===== src/include/tpw_pkg.sv =====
// Constants, encodings and carrier types for the timer PWM unit.
// Assumes an APB master with 32-bit data and byte-wide registers in the low lane.
package tpw_pkg;

    // Register byte addresses; each register takes one aligned word.
    localparam logic [7:0] TSC_OFF    = 8'h00;
    localparam logic [7:0] CNTH_OFF   = 8'h04;
    localparam logic [7:0] CNTL_OFF   = 8'h08;
    localparam logic [7:0] MODH_OFF   = 8'h0C;
    localparam logic [7:0] MODL_OFF   = 8'h10;
    localparam logic [7:0] CH_BASE    = 8'h20;
    localparam logic [7:0] CH_STRIDE  = 8'h10;
    localparam logic [7:0] CSC_OFF    = 8'h00;
    localparam logic [7:0] CVH_OFF    = 8'h04;
    localparam logic [7:0] CVL_OFF    = 8'h08;

    // Field positions of timer_status_control.
    localparam int TSC_CLOCK_SELECT_FIELD_LSB  = 0;
    localparam int TSC_CENTER_ALIGNED_SELECT_BIT = 5;
    localparam int TSC_OVERFLOW_IRQ_ENABLE_BIT  = 6;
    localparam int TSC_TOF_BIT   = 7;
    localparam logic [7:0] TSC_WMASK = 8'h63;
    localparam logic [7:0] TSC_FMASK = 8'h80;

    // Field positions of channel_status_control.
    localparam int CSC_ELSA_BIT = 2;
    localparam int CSC_ELSB_BIT = 3;
    localparam int CSC_MSA_BIT  = 4;
    localparam int CSC_MSB_BIT  = 5;
    localparam int CSC_CHIE_BIT = 6;
    localparam int CSC_CHF_BIT  = 7;
    localparam logic [7:0] CSC_WMASK = 8'h7C;
    localparam logic [7:0] CSC_FMASK = 8'h80;

    // Reset values and counter landmarks.
    localparam logic [7:0]  TSC_RST   = 8'h00;
    localparam logic [7:0]  CSC_RST   = 8'h00;
    localparam logic [15:0] CNT_RST   = 16'h0000;
    localparam logic [15:0] MOD_RST   = 16'h0000;
    localparam logic [15:0] CV_RST    = 16'h0000;
    localparam logic [15:0] CNT_ZERO  = 16'h0000;
    localparam logic [15:0] CNT_ONE   = 16'h0001;
    localparam logic [15:0] CNT_MAX   = 16'hFFFF;
    localparam logic [15:0] MOD_FREE  = 16'h0000;

    // Counter clock selection codes.
    typedef enum logic [1:0] {
        TPW_CLK_NONE  = 2'h0,
        TPW_CLK_BUS   = 2'h1,
        TPW_CLK_FIXED = 2'h2,
        TPW_CLK_EXT   = 2'h3
    } tpw_clock_select_field_t;

    // Counting direction of the up/down counter.
    typedef enum logic {
        TPW_UP   = 1'b0,
        TPW_DOWN = 1'b1
    } tpw_dir_t;

    // APB request from the master.
    typedef struct packed {
        logic [7:0]  paddr;
        logic        psel;
        logic        penable;
        logic        pwrite;
        logic [31:0] pwdata;
    } tpw_apb_req_t;

    // Per-channel state.
    typedef struct packed {
        logic [7:0]  csc;
        logic [15:0] cv;
        logic [7:0]  buf_h;
        logic [7:0]  buf_l;
        logic        got_h;
        logic        got_l;
        logic        chf_arm;
        logic        in_s1;
        logic        in_s2;
        logic        in_s3;
    } tpw_chan_t;

endpackage


===== src/hdl/tpw_timer_pwm_unit.sv =====
// Timer PWM unit: 16-bit counter, modulus, channels with PWM, compare and capture.
// Assumes one 100 MHz clock, an APB master, and pads that resolve pin enables.
//
// Summary of operation
// - Edge-aligned: counter counts up; period is modulus plus one counter clock.
// - Edge-aligned: polarity 0 drives high on overflow, low on match; 1 inverts.
// - Edge-aligned: value zero stays inactive; value above modulus stays active.
// - Value bytes go to a buffer; with clock off, load on second byte.
// - With clock on, load when counter steps from terminal minus one to terminal.
// - Center-aligned: count up to modulus then down to zero; period twice modulus.
// - Center-aligned: active pulse width is twice the channel value when below modulus.
// - Center-aligned, polarity 0: up-count match drives low, down-count match high.
// - Center-aligned: zero or negative value gives 0%; above modulus gives 100%.
// - Edge mode with zero modulus: counter runs free and wraps 0xFFFF to 0x0000.
// - Modulus and channel value writes land in buffers, not active registers.
// - Status/control writes discard pending modulus or channel value bytes.
// - Reset clears control, modes and edges; channels become idle inputs.
// - Channel flag sets on capture edge, or on counter match in compare/PWM.
// - Each interrupt output is a high level while flag and enable are set.
// - A flag clears only by reading it set, then writing zero.
// - An event between the read and the zero write keeps the flag set.
// - Center-aligned: overflow flag sets at end of the count equal to modulus.
// - Edge-aligned channels share the up-counter with capture and compare channels.
// - Clock select: 00 stopped, 01 bus, 10 fixed clock, 11 external pin.
// - Up-count with modulus: overflow flag sets on modulus to zero transition.
`timescale 1ns/1ps

module tpw_timer_pwm_unit #(
    parameter int NCH       = 2,
    parameter int FIXED_DIV = 4
) (
    input  wire logic                  mclk_i,
    input  wire logic                  rst_n_i,
    input  wire tpw_pkg::tpw_apb_req_t apb_i,
    output logic [31:0]                prdata_o,
    output logic                       pready_o,
    output logic                       pslverr_o,
    input  wire logic                  ext_clk_i,
    input  wire logic [NCH-1:0]        ch_in_i,
    output logic [NCH-1:0]             ch_out_o,
    output logic [NCH-1:0]             ch_oe_o,
    output logic                       irq_ovf_o,
    output logic [NCH-1:0]             irq_ch_o
);

    // Refuse channel counts and divider ratios the address map and divider cannot hold.
    if (NCH < 1 || NCH > 8 || FIXED_DIV < 1 || FIXED_DIV > 256) begin : g_bad_param
        $error("tpw_timer_pwm_unit: NCH must be 1..8 and FIXED_DIV 1..256");
    end

    // All state of the unit.
    typedef struct packed {
        logic [31:0]                   prdata;
        logic                          pready;
        logic                          pslverr;
        logic [7:0]                    tsc;
        logic                          tof_arm;
        logic [15:0]                   cnt;
        tpw_pkg::tpw_dir_t             dir;
        logic [15:0]                   mod;
        logic [7:0]                    mbuf_h;
        logic [7:0]                    mbuf_l;
        logic                          got_mh;
        logic                          got_ml;
        logic [7:0]                    div;
        logic                          ext_s1;
        logic                          ext_s2;
        logic                          ext_s3;
        tpw_pkg::tpw_chan_t [NCH-1:0]  ch;
        logic [NCH-1:0]                pin_out;
        logic [NCH-1:0]                pin_oe;
        logic [NCH-1:0]                irq_ch;
        logic                          irq_ovf;
    } tpw_state_t;

    tpw_state_t          r;
    tpw_state_t          next_r;
    tpw_pkg::tpw_clock_select_field_t  clock_select_field;
    logic                setup, acc_wr, acc_rd, mapped, cnt_wr;
    logic                hit_tsc, hit_cnth, hit_cntl, hit_modh, hit_modl;
    logic [NCH-1:0]      hit_csc, hit_cvh, hit_cvl;
    logic                fix_tick, tick, ovf, mv_up, upd, center_aligned_select;
    logic [15:0]         term, nc;
    logic [NCH-1:0]      m_cap, m_oc, m_edge, match;

    // Bus phase qualifiers; a transfer completes at the edge where pready is seen high.
    assign setup   = apb_i.psel & ~apb_i.penable;
    assign acc_wr  = apb_i.psel & apb_i.penable & r.pready & apb_i.pwrite;
    assign acc_rd  = apb_i.psel & apb_i.penable & r.pready & ~apb_i.pwrite;

    // Timer-wide address decode.
    assign hit_tsc  = (apb_i.paddr == tpw_pkg::TSC_OFF);
    assign hit_cnth = (apb_i.paddr == tpw_pkg::CNTH_OFF);
    assign hit_cntl = (apb_i.paddr == tpw_pkg::CNTL_OFF);
    assign hit_modh = (apb_i.paddr == tpw_pkg::MODH_OFF);
    assign hit_modl = (apb_i.paddr == tpw_pkg::MODL_OFF);
    assign mapped   = hit_tsc | hit_cnth | hit_cntl | hit_modh | hit_modl
                    | (|hit_csc) | (|hit_cvh) | (|hit_cvl);
    assign cnt_wr   = acc_wr & (hit_cnth | hit_cntl);
    assign clock_select_field     = tpw_pkg::tpw_clock_select_field_t'(r.tsc[tpw_pkg::TSC_CLOCK_SELECT_FIELD_LSB +: 2]);
    assign center_aligned_select    = r.tsc[tpw_pkg::TSC_CENTER_ALIGNED_SELECT_BIT];
    assign fix_tick = (r.div == 8'(FIXED_DIV - 1));

    // Per-channel address decode and mode decode; compare channels share the counter.
    for (genvar gi = 0; gi < NCH; gi++) begin : g_chan_dec
        localparam logic [7:0] CB = 8'(tpw_pkg::CH_BASE + gi * tpw_pkg::CH_STRIDE);
        assign hit_csc[gi] = (apb_i.paddr == 8'(CB + tpw_pkg::CSC_OFF));
        assign hit_cvh[gi] = (apb_i.paddr == 8'(CB + tpw_pkg::CVH_OFF));
        assign hit_cvl[gi] = (apb_i.paddr == 8'(CB + tpw_pkg::CVL_OFF));
        assign m_cap[gi]  = ~center_aligned_select & ~r.ch[gi].csc[tpw_pkg::CSC_MSB_BIT]
                          & ~r.ch[gi].csc[tpw_pkg::CSC_MSA_BIT];
        assign m_oc[gi]   = ~center_aligned_select & ~r.ch[gi].csc[tpw_pkg::CSC_MSB_BIT]
                          & r.ch[gi].csc[tpw_pkg::CSC_MSA_BIT];
        assign m_edge[gi] = ~center_aligned_select & r.ch[gi].csc[tpw_pkg::CSC_MSB_BIT];
        assign match[gi]  = tick & ~m_cap[gi] & (nc == r.ch[gi].cv);
    end

    // Next-state logic for the whole unit.
    always_comb begin
        logic [7:0] rd_byte;
        logic [1:0] els;
        logic       rise, fall, cap_ev, act, po;
        rd_byte = 8'h00;
        els     = 2'h0;
        rise    = 1'b0;
        fall    = 1'b0;
        cap_ev  = 1'b0;
        act     = 1'b0;
        po      = 1'b0;
        next_r  = r;

        // Answer every setup cycle in the following access cycle.
        next_r.pready  = setup;
        next_r.pslverr = setup & ~mapped;
        // Counter clock enables; a counter write suppresses the step.
        next_r.div    = fix_tick ? 8'h00 : 8'(r.div + 8'h01);
        next_r.ext_s1 = ext_clk_i;
        next_r.ext_s2 = r.ext_s1;
        next_r.ext_s3 = r.ext_s2;
        case (clock_select_field)
            tpw_pkg::TPW_CLK_BUS:   tick = ~cnt_wr;
            tpw_pkg::TPW_CLK_FIXED: tick = fix_tick & ~cnt_wr;
            tpw_pkg::TPW_CLK_EXT:   tick = r.ext_s2 & ~r.ext_s3 & ~cnt_wr;
            default:                tick = 1'b0;
        endcase
        // Counter stepping in up or up/down mode.
        term  = (r.mod == tpw_pkg::MOD_FREE) ? tpw_pkg::CNT_MAX : r.mod;
        nc    = r.cnt;
        ovf   = 1'b0;
        mv_up = 1'b0;
        if (tick) begin
            if (!center_aligned_select) begin
                if (r.cnt == term) begin
                    nc  = tpw_pkg::CNT_ZERO;
                    ovf = 1'b1;
                end else begin
                    nc    = r.cnt + tpw_pkg::CNT_ONE;
                    mv_up = 1'b1;
                end
            end else if (r.dir == tpw_pkg::TPW_UP) begin
                if (r.cnt >= r.mod) begin
                    nc         = r.cnt - tpw_pkg::CNT_ONE;
                    next_r.dir = tpw_pkg::TPW_DOWN;
                    ovf        = 1'b1;
                end else begin
                    nc    = r.cnt + tpw_pkg::CNT_ONE;
                    mv_up = 1'b1;
                end
            end else if (r.cnt == tpw_pkg::CNT_ZERO) begin
                nc         = tpw_pkg::CNT_ONE;
                next_r.dir = tpw_pkg::TPW_UP;
                mv_up      = 1'b1;
            end else begin
                nc = r.cnt - tpw_pkg::CNT_ONE;
            end
        end
        upd        = tick & mv_up & (nc == term);
        next_r.cnt = nc;
        if (cnt_wr) begin
            next_r.cnt = tpw_pkg::CNT_ZERO;
            next_r.dir = tpw_pkg::TPW_UP;
        end
        // Timer control write discards modulus bytes; flag needs read then zero write.
        if (acc_wr && hit_tsc) begin
            next_r.tsc     = (apb_i.pwdata[7:0] & tpw_pkg::TSC_WMASK)
                           | (r.tsc & tpw_pkg::TSC_FMASK);
            next_r.got_mh  = 1'b0;
            next_r.got_ml  = 1'b0;
            next_r.tof_arm = 1'b0;
            if (!apb_i.pwdata[tpw_pkg::TSC_TOF_BIT] && r.tof_arm) begin
                next_r.tsc[tpw_pkg::TSC_TOF_BIT] = 1'b0;
            end
        end
        if (acc_rd && hit_tsc && r.tsc[tpw_pkg::TSC_TOF_BIT]) begin
            next_r.tof_arm = 1'b1;
        end
        if (ovf) begin
            next_r.tsc[tpw_pkg::TSC_TOF_BIT] = 1'b1;
            next_r.tof_arm                   = 1'b0;
        end
        next_r.irq_ovf = next_r.tsc[tpw_pkg::TSC_TOF_BIT]
                       & next_r.tsc[tpw_pkg::TSC_OVERFLOW_IRQ_ENABLE_BIT];
        // Modulus bytes are buffered and move as a pair.
        if (acc_wr && hit_modh) begin
            next_r.mbuf_h = apb_i.pwdata[7:0];
            next_r.got_mh = 1'b1;
        end
        if (acc_wr && hit_modl) begin
            next_r.mbuf_l = apb_i.pwdata[7:0];
            next_r.got_ml = 1'b1;
        end
        if (next_r.got_mh && next_r.got_ml && (clock_select_field == tpw_pkg::TPW_CLK_NONE || upd)) begin
            next_r.mod    = {next_r.mbuf_h, next_r.mbuf_l};
            next_r.got_mh = 1'b0;
            next_r.got_ml = 1'b0;
        end
        // Channels: control, value buffering, capture, flags and pin drive.
        for (int i = 0; i < NCH; i++) begin
            els    = {r.ch[i].csc[tpw_pkg::CSC_ELSB_BIT], r.ch[i].csc[tpw_pkg::CSC_ELSA_BIT]};
            next_r.ch[i].in_s1 = ch_in_i[i];
            next_r.ch[i].in_s2 = r.ch[i].in_s1;
            next_r.ch[i].in_s3 = r.ch[i].in_s2;
            rise   = r.ch[i].in_s2 & ~r.ch[i].in_s3;
            fall   = ~r.ch[i].in_s2 & r.ch[i].in_s3;
            cap_ev = m_cap[i] & ((els == 2'h1 & rise) | (els == 2'h2 & fall)
                   | (els == 2'h3 & (rise | fall)));
            if (acc_wr && hit_csc[i]) begin
                next_r.ch[i].csc     = (apb_i.pwdata[7:0] & tpw_pkg::CSC_WMASK)
                                     | (r.ch[i].csc & tpw_pkg::CSC_FMASK);
                next_r.ch[i].got_h   = 1'b0;
                next_r.ch[i].got_l   = 1'b0;
                next_r.ch[i].chf_arm = 1'b0;
                if (!apb_i.pwdata[tpw_pkg::CSC_CHF_BIT] && r.ch[i].chf_arm) begin
                    next_r.ch[i].csc[tpw_pkg::CSC_CHF_BIT] = 1'b0;
                end
            end
            if (acc_rd && hit_csc[i] && r.ch[i].csc[tpw_pkg::CSC_CHF_BIT]) begin
                next_r.ch[i].chf_arm = 1'b1;
            end
            if (acc_wr && hit_cvh[i]) begin
                next_r.ch[i].buf_h = apb_i.pwdata[7:0];
                next_r.ch[i].got_h = 1'b1;
            end
            if (acc_wr && hit_cvl[i]) begin
                next_r.ch[i].buf_l = apb_i.pwdata[7:0];
                next_r.ch[i].got_l = 1'b1;
            end
            if (next_r.ch[i].got_h && next_r.ch[i].got_l
                    && (clock_select_field == tpw_pkg::TPW_CLK_NONE || upd)) begin
                next_r.ch[i].cv    = {next_r.ch[i].buf_h, next_r.ch[i].buf_l};
                next_r.ch[i].got_h = 1'b0;
                next_r.ch[i].got_l = 1'b0;
            end
            if (cap_ev) begin
                next_r.ch[i].cv = r.cnt;
            end
            if (cap_ev || match[i]) begin
                next_r.ch[i].csc[tpw_pkg::CSC_CHF_BIT] = 1'b1;
                next_r.ch[i].chf_arm                   = 1'b0;
            end
            next_r.irq_ch[i] = next_r.ch[i].csc[tpw_pkg::CSC_CHF_BIT]
                             & next_r.ch[i].csc[tpw_pkg::CSC_CHIE_BIT];
            // Pin level; active level is high when the polarity bit is clear.
            act = ~r.ch[i].csc[tpw_pkg::CSC_ELSA_BIT];
            po  = r.pin_out[i];
            if (m_edge[i]) begin
                if (ovf) begin
                    po = act;
                end
                if (match[i] || r.ch[i].cv == tpw_pkg::CNT_ZERO) begin
                    po = ~act;
                end
            end else if (center_aligned_select) begin
                if (r.ch[i].cv == tpw_pkg::CNT_ZERO || r.ch[i].cv[15]) begin
                    po = ~act;
                end else if (r.ch[i].cv > r.mod) begin
                    po = act;
                end else if (match[i]) begin
                    po = mv_up ? ~act : act;
                end
            end else if (m_oc[i]) begin
                if (match[i]) begin
                    case (els)
                        2'h1:    po = ~po;
                        2'h2:    po = 1'b0;
                        2'h3:    po = 1'b1;
                        default: po = r.pin_out[i];
                    endcase
                end
            end else begin
                po = 1'b0;
            end
            next_r.pin_out[i] = po;
            next_r.pin_oe[i]  = (els != 2'h0) & ~m_cap[i];
        end
        // Read data is captured in the setup cycle and stands through the access.
        if (hit_tsc) begin
            rd_byte = r.tsc;
        end else if (hit_cnth) begin
            rd_byte = r.cnt[15:8];
        end else if (hit_cntl) begin
            rd_byte = r.cnt[7:0];
        end else if (hit_modh) begin
            rd_byte = r.mod[15:8];
        end else if (hit_modl) begin
            rd_byte = r.mod[7:0];
        end
        for (int i = 0; i < NCH; i++) begin
            if (hit_csc[i]) begin
                rd_byte = r.ch[i].csc;
            end else if (hit_cvh[i]) begin
                rd_byte = r.ch[i].cv[15:8];
            end else if (hit_cvl[i]) begin
                rd_byte = r.ch[i].cv[7:0];
            end
        end
        if (setup) begin
            next_r.prdata = {24'h00_0000, rd_byte};
        end
    end

    // State register; reset stops the clock, clears modes and releases the pins.
    always_ff @(posedge mclk_i or negedge rst_n_i) begin
        if (!rst_n_i) begin
            r     <= '0;
            r.tsc <= tpw_pkg::TSC_RST;
            r.cnt <= tpw_pkg::CNT_RST;
            r.mod <= tpw_pkg::MOD_RST;
            r.dir <= tpw_pkg::TPW_UP;
            for (int i = 0; i < NCH; i++) begin
                r.ch[i].csc <= tpw_pkg::CSC_RST;
                r.ch[i].cv  <= tpw_pkg::CV_RST;
            end
        end else begin
            r <= next_r;
        end
    end
    // Outputs come straight from the state register.
    assign prdata_o  = r.prdata;
    assign pready_o  = r.pready;
    assign pslverr_o = r.pslverr;
    assign ch_out_o  = r.pin_out;
    assign ch_oe_o   = r.pin_oe;
    assign irq_ovf_o = r.irq_ovf;
    assign irq_ch_o  = r.irq_ch;
endmodule // tpw_timer_pwm_unit


===== config.mk =====
export PLATFORM = sky130hd
export DESIGN_NAME = tpw_timer_pwm_unit
export DESIGN_NICKNAME = d
export VERILOG_FILES = /design/src/include/tpw_pkg.sv /design/src/hdl/tpw_timer_pwm_unit.sv
export SDC_FILE = /design/constraint.sdc
export NUM_CORES = 1
export LEC_CHECK = 0
export BUFFER_PORTS_ARGS = -buffer_cell sky130_fd_sc_hd__buf_2
export CAP_MARGIN = 20
export CORE_UTILIZATION = 45
export DETAILED_ROUTE_END_ITERATION = 10
export PLACE_DENSITY_LB_ADDON = 0.05
export SETUP_SLACK_MARGIN = 0.15
export SYNTH_ARGS = -nofsm -noshare
export SYNTH_HDL_FRONTEND = slang
export SYNTH_SLANG_ARGS = --single-unit

===== constraint.sdc =====
create_clock -name mclk_i -period 12 [get_ports mclk_i]
set_clock_uncertainty 0.05 [all_clocks]
set_input_delay 2.4 -clock mclk_i [delete_from_list [all_inputs] [get_ports mclk_i]]
set_output_delay 2.4 -clock mclk_i [all_outputs]
set_load 0.005 [all_outputs]

# After elaboration in Yosys (flattened, before gate mapping)
# Cells that the tools add are included.
totals:
  latchBits: 0
  ramBits: 0
  register_bits: 180
  mem_count: 0
  word_cells: 308
  rom_bits: 0
  output_inout_bits: 41
classes:
  shifts: 0
  magnitude_cmp: 3
  mux: 95
  bitwise_logic: 78
  n_div: 0
  n_eq_ne: 32
  n_reduce_logical: 53
  n_mul: 0
  addsub: 3
op_table:
  columns: ["operator", "count"]
  rows:
  - ["2-to-1 mux 16 bit", 11]
  - ["2-to-1 mux 8 bit", 20]
  - ["equality test 16 bit", 4]
  - ["zero test 16 bit", 4]
  - ["2-to-1 mux 1 bit", 53]
  - ["equality test 8 x 6 -> 1 bit (second input constant)", 6]
  - ["bitwise AND 1 bit", 41]
  - ["greater-than comparator 16 bit", 2]
  - ["logical AND 1 bit", 24]
  - ["OR 7 x 8 -> 8 bit", 3]
  - ["inverter 1 bit", 20]
  - ["2-to-1 mux 17 bit", 1]
  - ["adder 16 x 1 -> 16 bit (second input constant)", 1]
  - ["equality test 8 x 4 -> 1 bit (second input constant)", 2]
  - [">= comparator 16 bit", 1]
  - ["subtractor 16 x 1 -> 16 bit (second input constant)", 1]
  - ["OR 1 bit", 14]
  - ["equality test 2 bit (second input constant)", 6]
  - ["inequality test 6 x 2 -> 1 bit (second input constant)", 2]
  - ["nonzero test 2 bit", 6]
  - ["inequality test 5 x 1 -> 1 bit (second input constant)", 2]
  - ["2-to-1 mux 9 bit", 1]
  - ["case mux 1 bit (3 select lines)", 3]
  - ["nonzero test 3 bit", 3]
  - ["16 further kinds", 33]

# Longest topological paths before layout
depth:
  word_depth: 15
  depth_mapped: 19
  depth_no_buf: 14

# Worst setup path after synthesis
# No wires, ideal clock.
synth_timing:
  path_kind: "in2reg"
  from: "input port apb_i[39] in the netlist's numbering"
  to: "register r (netlist bit ch_out_o[0])"
  t_required_ps: 11826
  path_buffers: 3
  arrival_ps: 5953
  path_slack_ps: 5873
  path_stages: 14
  path_cell_list: "or4_1 -> buf_2 -> or4_4 -> nand3_2 -> buf_4 -> buf_6 -> nor3_1 -> a2bb2oi_2 -> and3b_1 -> o221ai_1 -> or4_4 -> or3_4 -> o21a_1 -> o31a_1"
synth_between:
  elab_chain_len: 13
synth_lines:
  columns: ["item", "line_no", "rtl"]
  rows:
  - ["from (decl)", "tpw_timer_pwm_unit.sv:34", "input wire tpw_pkg::tpw_apb_req_t apb_i,"]
  - ["equality test 8 x 3 -> 1 bit / equality test 8 x 4 -> 1 bit (equally long branches)", "tpw_timer_pwm_unit.sv:93, tpw_timer_pwm_unit.sv:94", null]
  - ["OR 1 bit *", "tpw_timer_pwm_unit.sv:99", "assign cnt_wr = acc_wr & (hit_cnth | hit_cntl);"]
  - ["bitwise AND 1 bit *", "tpw_timer_pwm_unit.sv:99", null]
  - ["inverter 1 bit *", "tpw_timer_pwm_unit.sv:141, tpw_timer_pwm_unit.sv:142, tpw_timer_pwm_unit.sv:143", null]
  - ["bitwise AND 1 bit (on tied branches)", "tpw_timer_pwm_unit.sv:143, tpw_timer_pwm_unit.sv:142", null]
  - ["case mux 1 bit (3 select lines) *", "tpw_timer_pwm_unit.sv:140", "case (clock_select_field)"]
  - ["branches (longest 7 deep; another with 2-to-1 mux 16 bit)", null, null]
  - ["to (signal assigned)", "tpw_timer_pwm_unit.sv:335", "r <= next_r;"]
  - ["to (decl)", "tpw_timer_pwm_unit.sv:76", "tpw_state_t r;"]
# Mark *: on every way between the ends. The select of a mux whose other input is x is not followed.
# A chain may end at the register's enable or synchronous reset.

# Worst setup path after layout
layout_timing:
  from: "input port apb_i[39] in the netlist's numbering"
  to: "register r[130] in the netlist's numbering"
layout_between:
  elab_chain_len: 11
layout_lines:
  columns: ["item", "line_no", "rtl"]
  rows:
  - ["equality test 8 x 3 -> 1 bit / equality test 8 x 4 -> 1 bit (equally long branches)", "tpw_timer_pwm_unit.sv:93, tpw_timer_pwm_unit.sv:94", null]
  - ["OR 1 bit", "tpw_timer_pwm_unit.sv:99", null]
  - ["bitwise AND 1 bit", "tpw_timer_pwm_unit.sv:99", null]
  - ["inverter 1 bit", "tpw_timer_pwm_unit.sv:141, tpw_timer_pwm_unit.sv:142, tpw_timer_pwm_unit.sv:143", null]
  - ["bitwise AND 1 bit (on tied branches)", "tpw_timer_pwm_unit.sv:143, tpw_timer_pwm_unit.sv:142", null]
  - ["case mux 1 bit (3 select lines)", "tpw_timer_pwm_unit.sv:140", null]
  - ["2-to-1 mux 16 bit / 2-to-1 mux 1 bit (equally long branches)", "tpw_timer_pwm_unit.sv:151", "if (tick) begin"]
  - ["equality test 16 bit / bitwise AND 1 bit (equally long branches)", "tpw_timer_pwm_unit.sv:177", "upd = tick & mv_up & (nc == term);"]
  - ["bitwise AND 1 bit", "tpw_timer_pwm_unit.sv:177", null]
  - ["logical OR 1 bit", "tpw_timer_pwm_unit.sv:212", "if (next_r.got_mh && next_r.got_ml && (clock_select_field == tpw_pkg::TPW_CLK_NONE || upd)) begin"]
  - ["logical AND 1 bit", "tpw_timer_pwm_unit.sv:212", null]
# Several ways; a longest one is shown, not always the timed one.

==> impl_results.html <==
<table>
<tr><th>Metric</th><th>Value</th></tr>
<tr><th colspan="2">Global route</th></tr>
<tr><td>Total overflow reported by the global router</td><td>0</td></tr>
<tr><td>Largest net degree at the start of global routing</td><td>between 100 and 150</td></tr>
<tr><td>Number of antenna violations at the first check in global routing</td><td>1</td></tr>
<tr><td>All-layer global routing usage</td><td>between 30% and 40%</td></tr>
<tr><td>Global routing met1 resource utilization</td><td>between 50% and 60%</td></tr>
<tr><td>Met2 Use GR</td><td>a little over half</td></tr>
<tr><td>Vias in the first global route</td><td>roughly 11k</td></tr>
<tr><td>Global-route wire length before repair</td><td>~74 mm</td></tr>
<tr><td>Most Crowded Layer GR</td><td>met2</td></tr>
<tr><td>Met3 track demand over resource</td><td>~7.7%</td></tr>
<tr><th colspan="2">Placement</th></tr>
<tr><td>Pre-CTS WS</td><td>3.93 ns</td></tr>
<tr><td>Detailed Place HPWL</td><td>around 37 mm</td></tr>
<tr><td>Port Buf Inserts</td><td>40</td></tr>
<tr><td>Routability-driven placement congestion ratio</td><td>~0.97</td></tr>
<tr><th colspan="2">Pwr</th></tr>
<tr><td>Share of total power in combinational logic</td><td>12.1%</td></tr>
<tr><td>Sw power</td><td>just over 0.0004 W</td></tr>
<tr><td>Sequential share of power</td><td>45.3%</td></tr>
<tr><td>Pwr dens</td><td>between 100 and 150 mW/mm²</td></tr>
<tr><td>Internal power contribution</td><td>0.000954 W</td></tr>
<tr><td>Switching power share of the total</td><td>29.7%</td></tr>
<tr><td>Portion of total power attributed to the clock network</td><td>between 40% and 50%</td></tr>
<tr><td>Static Leak</td><td>about 5.7 nW</td></tr>
<tr><td>Design Power</td><td>about 0.0014 W</td></tr>
<tr><td>Highest ir drop seen on vdd</td><td>approximately 0.000094 V</td></tr>
<tr><th colspan="2">Finish</th></tr>
<tr><td>Final Net Count</td><td>roughly 1.5k</td></tr>
<tr><td>Commonest cells after routing, fill and taps aside</td><td>sky130_fd_sc_hd__dfrtp_1, sky130_fd_sc_hd__nor2_1, sky130_fd_sc_hd__nand2_1</td></tr>
<tr><td>Layout cell share with drive strength beyond 1</td><td>17.2%</td></tr>
<tr><td>P&amp;R area growth vs syn</td><td>7.80%</td></tr>
<tr><td>Fillcell total</td><td>approximately 2.7k</td></tr>
<tr><td>Most common cell after layout, fill and taps aside</td><td>sky130_fd_sc_hd__dfrtp_1</td></tr>
<tr><td>Count of antenna diodes in the layout</td><td>0</td></tr>
<tr><th colspan="2">Detailed routing</th></tr>
<tr><td>Violation count after the first detailed-route iteration</td><td>roughly 1.4k</td></tr>
<tr><td>Residual DRC count</td><td>0</td></tr>
<tr><td>Average wire length per cell after detail routing</td><td>about 29 µm</td></tr>
<tr><td>ANT nets after route</td><td>0</td></tr>
<tr><td>Final wirelength</td><td>between 50 and 60 mm</td></tr>
<tr><td>Vias per cell</td><td>approximately 6.6</td></tr>
<tr><td>Pre-Repair DR Iteration Count</td><td>6</td></tr>
<tr><td>Number of vias in the routed layout</td><td>11.8k</td></tr>
<tr><th colspan="2">Synth</th></tr>
<tr><td>Largest cells by area after synthesis</td><td>sky130_fd_sc_hd__dfrtp_1, sky130_fd_sc_hd__mux2_2, sky130_fd_sc_hd__ha_1</td></tr>
<tr><td>Post-synthesis cell area</td><td>0.0126 mm²</td></tr>
<tr><td>Async S/R FF share, synth</td><td>100%</td></tr>
<tr><td>Number of enable flip-flop cells after synthesis</td><td>0</td></tr>
<tr><td>Main synth FF type</td><td>sky130_fd_sc_hd__dfrtp_1</td></tr>
<tr><td>Number of unique standard cell types used by synthesis</td><td>a little under 90</td></tr>
<tr><td>Number of warnings reported in the yosys synthesis log</td><td>0</td></tr>
<tr><td>Cell count after synthesis</td><td>around 1.4k</td></tr>
<tr><td>Area leader, netlist</td><td>sky130_fd_sc_hd__dfrtp_1</td></tr>
<tr><td>Sequential share of the synthesized area</td><td>34.5%</td></tr>
<tr><td>Fraction of post-synthesis cell area in the top cell type by area</td><td>between 30% and 40%</td></tr>
<tr><td>Flip-flop and latch count after synthesis</td><td>about 170</td></tr>
<tr><td>Syn Area/Cell</td><td>8.93 µm²</td></tr>
<tr><th colspan="2">Clocking</th></tr>
<tr><td>Root buffer cell</td><td>sky130_fd_sc_hd__clkbuf_16</td></tr>
<tr><td>Setup repair bufs after CTS</td><td>0</td></tr>
<tr><td>CTS Buf Count</td><td>17</td></tr>
<tr><td>Hold buffer count at cts</td><td>0</td></tr>
<tr><td>Post-cts repair resize count</td><td>0</td></tr>
<tr><td>Clk Latency, worst-skew pair</td><td>0.45 ns</td></tr>
<tr><td>TritonCTS clock tree</td><td>yes</td></tr>
<tr><td>H-Tree Level Count</td><td>4</td></tr>
<tr><td>Clock Sinks</td><td>~170</td></tr>
<tr><td>Clock Path Buffers</td><td>2</td></tr>
<tr><td>Clk slew on worst S/H paths</td><td>0.07 ns</td></tr>
<tr><th colspan="2">STA</th></tr>
<tr><td>Count of pins over their slew limit</td><td>0</td></tr>
<tr><td>Setup TNS</td><td>0 ns</td></tr>
<tr><td>Shortest clock period the worst path allows after layout</td><td>~7.7 ns</td></tr>
<tr><td>Endpoints failing hold</td><td>0</td></tr>
<tr><td>Headroom to the max-slew limit</td><td>between 20 and 30%</td></tr>
<tr><td>Worst slew pin tran</td><td>about 1.1 ns</td></tr>
<tr><td>Setup repair after global routing missed its margin</td><td>no</td></tr>
<tr><td>Max Freq</td><td>roughly 0.13 GHz</td></tr>
<tr><td>Worst path setup slack after routing</td><td>~4.3 ns</td></tr>
<tr><td>Number of failing setup endpoints in the final timing report</td><td>0</td></tr>
<tr><td>Share of the cycle needed by the critical path after routing</td><td>between 60 and 70%</td></tr>
<tr><th colspan="2">Die</th></tr>
<tr><td>Number of standard-cell rows in the floorplan</td><td>60</td></tr>
<tr><td>Die outline area</td><td>0.0286 mm²</td></tr>
<tr><td>Core Footprint</td><td>between 0.02 and 0.03 mm²</td></tr>
<tr><td>Starting density of the core</td><td>between 40% and 50%</td></tr>
<tr><td>X dimension of the die</td><td>169 µm</td></tr>
<tr><td>Boundary Pins</td><td>89</td></tr>
<tr><td>Vertical die dimension</td><td>about 170 µm</td></tr>
<tr><th colspan="2">Critical path</th></tr>
<tr><td>Register-to-register path setup slack</td><td>around 5.3 ns</td></tr>
<tr><td>Path depth of the worst reg2reg path</td><td>15</td></tr>
<tr><td>Data arrival time of the critical path</td><td>roughly 8.0 ns</td></tr>
<tr><td>Critical Path Sink Type</td><td>flop</td></tr>
<tr><td>Worst setup path endpoint</td><td>r[130]</td></tr>
<tr><td>Startpoint of the worst register-to-register path</td><td>r[142]</td></tr>
<tr><td>Sort of element at the start of the critical path</td><td>input pin</td></tr>
<tr><td>Biggest fanout along the worst timing path</td><td>36</td></tr>
<tr><td>Critical R2R Capture</td><td>r[130]</td></tr>
<tr><td>CP Launch Point</td><td>apb_i[39]</td></tr>
<tr><td>Crit path required time</td><td>approximately 12 ns</td></tr>
<tr><td>Worst setup path class</td><td>in2reg</td></tr>
<tr><th colspan="2">Hold path</th></tr>
<tr><td>Hold/Removal Path Class</td><td>reg2reg</td></tr>
<tr><th colspan="2">Job</th></tr>
<tr><td>Count of maximum capacitance violations</td><td>0</td></tr>
<tr><th colspan="2">Outcome</th></tr>
<tr><td>Status</td><td>completed</td></tr>
</table>
[kinds of logic (layout without fill, tap and decap cells)]
family                   after synthesis  after routing  synth area share [%]
AND/OR/NAND/NOR                      500            500                  20.5
flip-flops                           173            173                  34.5
buffers and inverters                173            163                  6.84
XOR/XNOR                              41             41                  2.86
AO/OA/AOI/OAI                        376            376                  22.1
adder cells (fa/ha/maj)               56             56                  5.58
other                                  1             24                0.0299
multiplexers                          86             86                  7.64
[Yosys cell counts (all sizes together), types with 5 or more instances]
cell type	instances
a2111oi	7
a211o	5
a211oi	13
a21boi	10
a21o	8
a21oi	68
a221oi	8
a222oi	12
a22o	5
a22oi	17
a31o	33
a31oi	33
a32oi	6
a41oi	17
and2	15
and3	20
and4	8
buf	58
clkbuf	61
dfrtp	173
ha	56
inv	52
mux2	79
mux2i	7
nand2	81
nand2b	19
nand3	47
nand4	24
nor2	152
nor2b	11
nor3	50
nor4	28
o211ai	11
o21a	18
o21ai	51
o221ai	6
o22ai	5
o31a	6
o31ai	9
or3	22
or4	13
xnor2	34
xor2	7
[metrics by stage]
stage          cells  util [%]  hold WS, ns  instance area, µm²
6_report        1791      49.8        0.303               13500
3_5_place_dp    1759      47.6        0.289               12900
5_1_grt         1791      49.8        0.319               13500
2_1_floorplan   1429         -        0.281               12600
3_3_place_gp    1759      47.6        0.283               12900
4_1_cts         1791      49.8        0.306               13500
[worst min path at each step]
stage	start	end	slack, ns	cells after the start
after detailed placement	next_r[8]	next_r[7]	0.29	0
after CTS	next_r[8]	next_r[7]	0.31	0
after global routing	next_r[8]	next_r[7]	0.32	0
after global placement	next_r[8]	next_r[7]	0.28	0
after floorplan	next_r[54]	next_r[53]	0.28	0
final	next_r[8]	next_r[7]	0.30	0
[flip-flops by register name, indices dropped and copies added (netlist names)]
name / cells
r: 147
irq_ch_o: 2
pready_o: 1
ch_out_o: 2
irq_ovf_o: 1
center_aligned_select: 1
pslverr_o: 1
ch_oe_o: 2
next_r: 6
prdata_o: 8
clock_select_field: 2
[layout make-up]
type	count	area [µm²]	share of cell area, %
multi-input combinational	1083	7450	55.1
inverter	54	203	1.50
timing repair buffer	77	487	3.60
clock buffer	19	453	3.35
tap	372	465	3.44
sequential	173	4330	32.0
clock inverter	13	144	1.06
[power groups by stage]
stage / clock, W / sequential, W / combinational [W]
global placement: 0 / 0.000624 / 0.000159
floorplan: 0 / 0.000617 / 0.0000966
CTS: 0.000586 / 0.000613 / 0.000161
detailed placement: 0 / 0.000624 / 0.000161
finish: 0.000578 / 0.000614 / 0.000164
global route: 0.000607 / 0.000614 / 0.000175
[routing by layer]
metal	wire (µm)	share of wire [%]
met5	0	0
met4	1820	3.5
met3	4920	9.5
met2	22300	43
met1	22600	44
[critical path: stages]
cell	delay, ns
sky130_fd_sc_hd__buf_2	0.12
sky130_fd_sc_hd__or4_1	0.70
sky130_fd_sc_hd__or4_4	0.64
sky130_fd_sc_hd__nand3_2	0.59
sky130_fd_sc_hd__o21ai_0	0.32
sky130_fd_sc_hd__a22oi_1	0.30
sky130_fd_sc_hd__nor2_1	0.06
sky130_fd_sc_hd__a2111oi_0	0.52
sky130_fd_sc_hd__o211ai_1	0.20
sky130_fd_sc_hd__a2111oi_2	0.30
sky130_fd_sc_hd__a41o_1	0.21
sky130_fd_sc_hd__buf_4	0.40
sky130_fd_sc_hd__and4_1	0.78
sky130_fd_sc_hd__mux2_2	0.41
Power figures use the tool's default switching activity.
